$ cat config.mk
export PLATFORM = sky130hd
export DESIGN_NAME = sfma_top
export DESIGN_NICKNAME = d
export VERILOG_FILES = /design/src/logic/sfma_pkg.sv /design/src/logic/sfma_mask_core.sv /design/src/logic/sfma_top.sv
export SDC_FILE = /design/constraint.sdc
export NUM_CORES = 1
export LEC_CHECK = 0
export BUFFER_PORTS_ARGS = -buffer_cell sky130_fd_sc_hd__buf_2
export CORE_ASPECT_RATIO = 1.4
export CORE_MARGIN = 2
export CORE_UTILIZATION = 30
export DETAILED_ROUTE_END_ITERATION = 10
export GPL_TIMING_DRIVEN = 1
export PLACE_DENSITY_LB_ADDON = 0.12
export SETUP_SLACK_MARGIN = 0.15
export SYNTH_ARGS = -nofsm -noshare
export SYNTH_HDL_FRONTEND = slang
export SYNTH_HIERARCHICAL = 1
export SYNTH_SLANG_ARGS = --single-unit
$ cat constraint.sdc
create_clock -name clk_i -period 2.45 [get_ports clk_i]
set_input_delay 0.245 -clock clk_i [delete_from_list [all_inputs] [get_ports clk_i]]
set_output_delay 0.245 -clock clk_i [all_outputs]
set_load 0.01 [all_outputs]
$ cat src/logic/sfma_pkg.sv
// shared constants and carriers for the secondary fault mask aggregator
// assumes one 25 MHz logic clock and a synchronous active-high reset
package sfma_pkg;

    // ==========================================================
    // register map
    localparam logic [4:0] SFMA_MASK_ADDR = 5'h0e;

    // ==========================================================
    // secondary_fault_mask fields
    localparam int SFMA_DIE_LSB = 5;
    localparam int SFMA_ASL_BIT = 4;
    localparam int SFMA_CCE_BIT = 3;
    localparam int SFMA_TSD_BIT = 2;
    localparam int SFMA_ROP_BIT = 1;
    localparam int SFMA_RSH_BIT = 0;
    // only thermal_shutdown_block comes out of reset set
    localparam logic [4:0] SFMA_MASK_RESET = 5'h04;
    // arbitrary value, not tied to any real part
    localparam logic [2:0] SFMA_DIE_CODE_DEF = 3'h5;

    // ==========================================================
    // serial frame lengths in clocks
    localparam logic [4:0] SFMA_FRAME_PLAIN = 5'h10;
    localparam logic [4:0] SFMA_FRAME_CRC = 5'h18;
    localparam int SFMA_SR_W = 24;

    // ==========================================================
    // carriers
    typedef struct packed {
        logic write;
        logic [1:0] chip;
        logic [4:0] addr;
        logic [7:0] data;
    } sfma_cmd_s;

    typedef struct packed {
        logic analog_supply_low;
        logic clock_count_error;
        logic thermal_shutdown_flag;
        logic reference_open_flag;
        logic reference_short_flag;
    } sfma_src_s;

    typedef enum logic {
        SFMA_IDLE,
        SFMA_SHIFT
    } sfma_state_e;

endpackage : sfma_pkg

$ cat src/logic/sfma_mask_core.sv
// mask register and masked OR that forms secondary_alarm_summary
// assumes writes arrive as one-cycle strobes from the frame engine
`timescale 1ns/1ps
module sfma_mask_core #(
    parameter logic [2:0] DIE_CODE = sfma_pkg::SFMA_DIE_CODE_DEF
) (
    // clock and reset
    input wire logic clk_i,
    input wire logic sys_rst_i,
    // register write
    input wire logic wr_i,
    input wire logic [7:0] wr_data_i,
    // fault sources
    input wire sfma_pkg::sfma_src_s src_i,
    // results
    output logic [7:0] mask_o,
    output logic summary_o
);
    logic [4:0] mask_r;
    logic [4:0] mask_nxt;
    logic summary_r;
    logic summary_nxt;

    // ==========================================================
    // register and summary
    always_comb begin
        mask_nxt = mask_r;
        if (wr_i) begin
            mask_nxt = wr_data_i[4:0];
        end
        summary_nxt = |(src_i & ~mask_r);
    end

    always_ff @(posedge clk_i) begin
        if (sys_rst_i) begin
            mask_r <= sfma_pkg::SFMA_MASK_RESET;
            summary_r <= 1'b0;
        end else begin
            mask_r <= mask_nxt;
            summary_r <= summary_nxt;
        end
    end

    // die code is fixed, writes to it go nowhere
    assign mask_o = {DIE_CODE, mask_r};
    assign summary_o = summary_r;
endmodule : sfma_mask_core

$ cat src/logic/sfma_top.sv
// serial frame engine plus secondary fault mask aggregator
// assumes serial pins are already synchronous to clk_i and sclk is far slower than clk_i
`timescale 1ns/1ps
module sfma_top #(
    parameter int ADDR_DEVICES = 4,
    parameter logic [2:0] DIE_CODE = sfma_pkg::SFMA_DIE_CODE_DEF
) (
    // clock and reset
    input wire logic clk_i,
    input wire logic sys_rst_i,
    // serial port
    input wire logic cs_n_i,
    input wire logic sclk_i,
    input wire logic sdi_i,
    output logic sdo_o,
    output logic sdo_oe_o,
    // straps and mode
    input wire logic [1:0] chip_addr_i,
    input wire logic chain_mode_i,
    input wire logic crc_en_i,
    // fault sources
    input wire logic analog_supply_low_i,
    input wire logic thermal_shutdown_flag_i,
    input wire logic reference_open_flag_i,
    input wire logic reference_short_flag_i,
    input wire logic clock_count_error_clr_i,
    // results
    output logic clock_count_error_o,
    output logic secondary_alarm_summary_o,
    output logic [7:0] secondary_fault_mask_o
);
    generate
        if (ADDR_DEVICES < 1 || ADDR_DEVICES > 4) begin : g_bad_devices
            $error("ADDR_DEVICES must be 1 to 4");
        end
    endgenerate

    // ==========================================================
    // helpers
    function automatic logic [4:0] frame_len(input logic crc);
        return crc ? sfma_pkg::SFMA_FRAME_CRC : sfma_pkg::SFMA_FRAME_PLAIN;
    endfunction : frame_len

    function automatic logic top_bit(input logic [23:0] sr, input logic crc);
        return crc ? sr[23] : sr[15];
    endfunction : top_bit

    // ==========================================================
    // state
    sfma_pkg::sfma_state_e state_r, state_nxt;
    logic [23:0] sr_r, sr_nxt;
    logic [4:0] pos_r, pos_nxt;
    logic [1:0] frames_r, frames_nxt;
    logic sclk_d_r, sclk_d_nxt;
    logic sdo_r, sdo_nxt;
    logic [7:0] reply_r, reply_nxt;
    logic cce_r, cce_nxt;
    logic wr_r, wr_nxt;
    logic [7:0] wr_data_r, wr_data_nxt;
    logic [7:0] mask_rd;
    logic sclk_rise;
    logic frame_end;
    logic count_ok;
    logic addr_ok;
    sfma_pkg::sfma_cmd_s cmd;
    sfma_pkg::sfma_src_s src;

    assign sclk_rise = sclk_i && !sclk_d_r;
    assign frame_end = (state_r == sfma_pkg::SFMA_SHIFT) && cs_n_i;
    assign cmd = crc_en_i ? sr_r[23:8] : sr_r[15:0];
    // a multiple of the frame length is accepted in a chain, exactly one otherwise
    assign count_ok = (pos_r == 5'h00) && (frames_r != 2'h0)
                      && (chain_mode_i || frames_r == 2'h1);
    // outside chain mode, addresses at or above the configured device count never match
    assign addr_ok = chain_mode_i
                     || (cmd.chip == chip_addr_i && 32'(chip_addr_i) < ADDR_DEVICES);

    // ==========================================================
    // frame engine
    always_comb begin
        state_nxt = state_r;
        sr_nxt = sr_r;
        pos_nxt = pos_r;
        frames_nxt = frames_r;
        sclk_d_nxt = sclk_i;
        sdo_nxt = sdo_r;
        reply_nxt = reply_r;
        cce_nxt = cce_r;
        wr_nxt = 1'b0;
        wr_data_nxt = wr_data_r;
        if (clock_count_error_clr_i) begin
            cce_nxt = 1'b0;
        end
        case (state_r)
            sfma_pkg::SFMA_IDLE: begin
                if (!cs_n_i) begin
                    // last read answer goes out in the second byte of this frame, after eight zero bits
                    sr_nxt = crc_en_i ? {8'h00, reply_r, 8'h00} : {8'h00, 8'h00, reply_r};
                    sdo_nxt = 1'b0;
                    pos_nxt = 5'h00;
                    frames_nxt = 2'h0;
                    state_nxt = sfma_pkg::SFMA_SHIFT;
                end
            end
            sfma_pkg::SFMA_SHIFT: begin
                if (cs_n_i) begin
                    state_nxt = sfma_pkg::SFMA_IDLE;
                    if (!count_ok) begin
                        cce_nxt = 1'b1;
                    end else if (addr_ok) begin
                        reply_nxt = (cmd.addr == sfma_pkg::SFMA_MASK_ADDR) ? mask_rd : 8'h00;
                        if (cmd.write && cmd.addr == sfma_pkg::SFMA_MASK_ADDR) begin
                            wr_nxt = 1'b1;
                            wr_data_nxt = cmd.data;
                        end
                    end
                end else if (sclk_rise) begin
                    sr_nxt = {sr_r[22:0], sdi_i};
                    sdo_nxt = top_bit({sr_r[22:0], sdi_i}, crc_en_i);
                    if (pos_r == frame_len(crc_en_i) - 5'h01) begin
                        pos_nxt = 5'h00;
                        frames_nxt = (frames_r == 2'h2) ? 2'h2 : frames_r + 2'h1;
                    end else begin
                        pos_nxt = pos_r + 5'h01;
                    end
                end else if (state_r == sfma_pkg::SFMA_SHIFT && pos_r == 5'h00
                             && frames_r == 2'h0) begin
                    sdo_nxt = top_bit(sr_r, crc_en_i);
                end
            end
            default: state_nxt = sfma_pkg::SFMA_IDLE;
        endcase
    end

    always_ff @(posedge clk_i) begin
        if (sys_rst_i) begin
            state_r <= sfma_pkg::SFMA_IDLE;
            sr_r <= 24'h00_0000;
            pos_r <= 5'h00;
            frames_r <= 2'h0;
            sclk_d_r <= 1'b0;
            sdo_r <= 1'b0;
            reply_r <= 8'h00;
            cce_r <= 1'b0;
            wr_r <= 1'b0;
            wr_data_r <= 8'h00;
        end else begin
            state_r <= state_nxt;
            sr_r <= sr_nxt;
            pos_r <= pos_nxt;
            frames_r <= frames_nxt;
            sclk_d_r <= sclk_d_nxt;
            sdo_r <= sdo_nxt;
            reply_r <= reply_nxt;
            cce_r <= cce_nxt;
            wr_r <= wr_nxt;
            wr_data_r <= wr_data_nxt;
        end
    end

    // ==========================================================
    // mask and summary
    assign src = '{analog_supply_low: analog_supply_low_i,
                   clock_count_error: cce_r,
                   thermal_shutdown_flag: thermal_shutdown_flag_i,
                   reference_open_flag: reference_open_flag_i,
                   reference_short_flag: reference_short_flag_i};

    sfma_mask_core #(
        .DIE_CODE(DIE_CODE)
    ) u_core (
        .clk_i(clk_i),
        .sys_rst_i(sys_rst_i),
        .wr_i(wr_r),
        .wr_data_i(wr_data_r),
        .src_i(src),
        .mask_o(mask_rd),
        .summary_o(secondary_alarm_summary_o)
    );

    assign sdo_o = sdo_r;
    assign sdo_oe_o = (state_r == sfma_pkg::SFMA_SHIFT);
    assign clock_count_error_o = cce_r;
    assign secondary_fault_mask_o = mask_rd;
endmodule : sfma_top

==> key figures <==
Clock network
  – Number of CTS-inserted buffers: 5
  – Hold-fix buffers, CTS: 0
  – Post-CTS resize count: 0
  – H-tree level count: 2
  – Clk sinks: 55
  – Worst-skew pair later-pin latency: 0.29 ns
  – TritonCTS clock tree: built
  – Longest Clk Path Bufs: 2
  – Setup bufs post-CTS: 0
  – Clock Tree Root: clkbuf_16
  – Clk pin slew, worst setup/hold paths: 0.07 ns

Critical path
  – Critical-path cell list: inv_1, ha_1, or4b_4, nor4_4, nand4_4, mux2_4
  – Reg2Reg Depth: 6
  – Crit path arrival time: 2.24 ns
  – Crit Path Class: reg2reg
  – Worst path slowest cell: or4b_4
  – Setup crit end kind: flop
  – Worst r2r src: pos_r[0]
  – Crit path buffers/inverters: 1
  – Critical Path RT: 2.64 ns
  – R2R Setup Slk: roughly 0.39 ns
  – Setup crit start kind: flop
  – CP max stage delay: around 0.50 ns
  – CP top delay family: simple AND/OR/NAND/NOR gates
  – CP max FO: 5
  – Reg2reg end: wr_data_r[3]

Route
  – Drt first pass iters: 4
  – Via count: 2065
  – Final wirelength: 6.43 mm
  – Number of DRC markers in iteration 0: roughly 110
  – Remaining DRCs: 0
  – WL/cell: 15.4 um
  – Antenna-violating nets left: 0
  – DR vias/cell: 4.94

Power and ir drop
  – Pleak: between 0.001 and 0.0015 uW
  – Power per cell area: 596 nW/um^2
  – Pwr Total: 1810 uW
  – VDD IR max: roughly 0.27 mV

Floorplan
  – Core ar.: 8660 um^2
  – Die X: 84.1 um
  – IO Pins: 26
  – Die area: roughly 10000 um^2
  – Height of the die: 116 um
  – Initial Utilization: 31.1%
  – # rows: 40

Worst hold path
  – WHS Endpoint: sclk_d_r
  – Worst Hold Class: in2reg
  – Hold Crit Depth: 2
  – Hold path start: sclk_i

Logic synthesis
  – Syn Area/Cell: 9.10 um^2
  – Area of the mapped netlist: 2690 um^2
  – YS warnings: 6
  – Cells after synthesis: 296

Place
  – IO Port Bufs: 22
  – Post-DP HPWL: 4.52 mm
  – GP Congestion: 0.743

Timing
  – Clock skew: 0.00462 ns
  – Part of the cycle the worst path needs: 84.0%
  – Worst slew margin: a little under three fifths
  – Fmax: 486 MHz
  – Worst-Margin Slew: roughly 0.65 ns
  – Final number of setup-violating endpoints: 0
  – Tmin final: 2.06 ns
  – Max Slew Vio Count: 0
  – RSZ-0062 raised after global routing: false
  – Sum Neg Setup Slack: 0 ns
  – Hold Fails Final Rpt: 0

Finish
  – Net count reported at finish: 331
  – FILL cells: 910
  – Layout cell share with drive strength beyond 1: between 15 and 20%
  – Synthesis-to-layout area growth: 13.1%
  – Antenna diode count: 0

Global routing
  – Remaining Overflow, GRT: 0
  – Vias in the first global route: between 2000 and 2500
  – Initial antenna violation count: 0
  – Gr usage total: 13.9%
  – Largest net degree at the start of global routing: 39
  – Global-route wire length before repair: approximately 11 mm

Status
  – Outcome: finished clean

Run
  – Max Cap Viol: 0
## layer usage
| metal | global-route usage, % | part of all wire (%) | routed length [um] | vias up |
|---|---|---|---|---|
| li1 | - | - | - | 1068 |
| met1 | 16.8 | 46 | 2930 | 970 |
| met2 | 24.8 | 51 | 3250 | 20 |
| met3 | 2.54 | 2.1 | 136 | 7 |
| met4 | 4.73 | 1.7 | 111 | 0 |
| met5 | 0 | 0 | 0 | - |
## cell usage in the layout (no fill, tap or decap), types with 8 or more instances in the layout
cell type  instances
nand2_1           11
a211oi_1          18
buf_2             22
a21oi_1           13
nor3_1            12
nand2b_1          15
nor2_1            39
dfxtp_1           55
nand3b_1          11
mux2i_1           24
a22o_1             8
buf_4              9
nor2b_1           10
nor3b_1           10
## worst max-delay path by stage
stage	slack, ns	end	cells past startpoint	start
after global routing	0.29	wr_data_r[3]	6	pos_r[0]
after CTS	0.38	wr_data_r[3]	6	pos_r[0]
after floorplan	0.51	wr_data_r[3]	6	pos_r[0]
final	0.39	wr_data_r[3]	6	pos_r[0]
after detailed placement	0.40	wr_data_r[4]	6	pos_r[0]
after global placement	0.42	wr_data_r[4]	6	pos_r[0]
## sequential cells by signal, summed over array words and instances, names as in the netlist, 2 cells and up
signal and count:
sr_r 24, reply_r 8, pos_r 5, u_core/mask_r 5
wr_data_r 5, frames_r 2
## layout make-up
type | instances | area, um^2 | share of cell area [%]
Clock buffer | 7 | 133 | 4.35
Clock inverter | 1 | 5.00 | 0.164
Inverter | 7 | 26.3 | 0.863
Multi-Input combinational cell | 212 | 1470 | 48.3
Sequential cell | 55 | 1100 | 36.2
Tap cell | 105 | 131 | 4.31
Timing Repair Buffer | 31 | 178 | 5.83
## where the power goes
part | leakage, uW | total (uW) | switching, uW | internal (uW)
registers | 0.000447 | 939 | 21.9 | 917
logic | 0.000657 | 167 | 102 | 65.7
clock network | 0.0000679 | 708 | 329 | 380
## stage by stage
stage / area (um^2) / hold WS, ns / util [%] / setup slack (ns) / std cells
final: 3050 / 0.183 / 35.2 / 0.392 / 418
after global routing: 3050 / 0.210 / 35.2 / 0.289 / 418
after CTS: 3050 / 0.188 / 35.2 / 0.378 / 418
after detailed placement: 2910 / 0.459 / 33.6 / 0.402 / 410
after global placement: 2910 / 0.451 / 33.6 / 0.423 / 410
after floorplan: 2700 / 0.314 / - / 0.511 / 297
(Power assumes the default switching activity.)
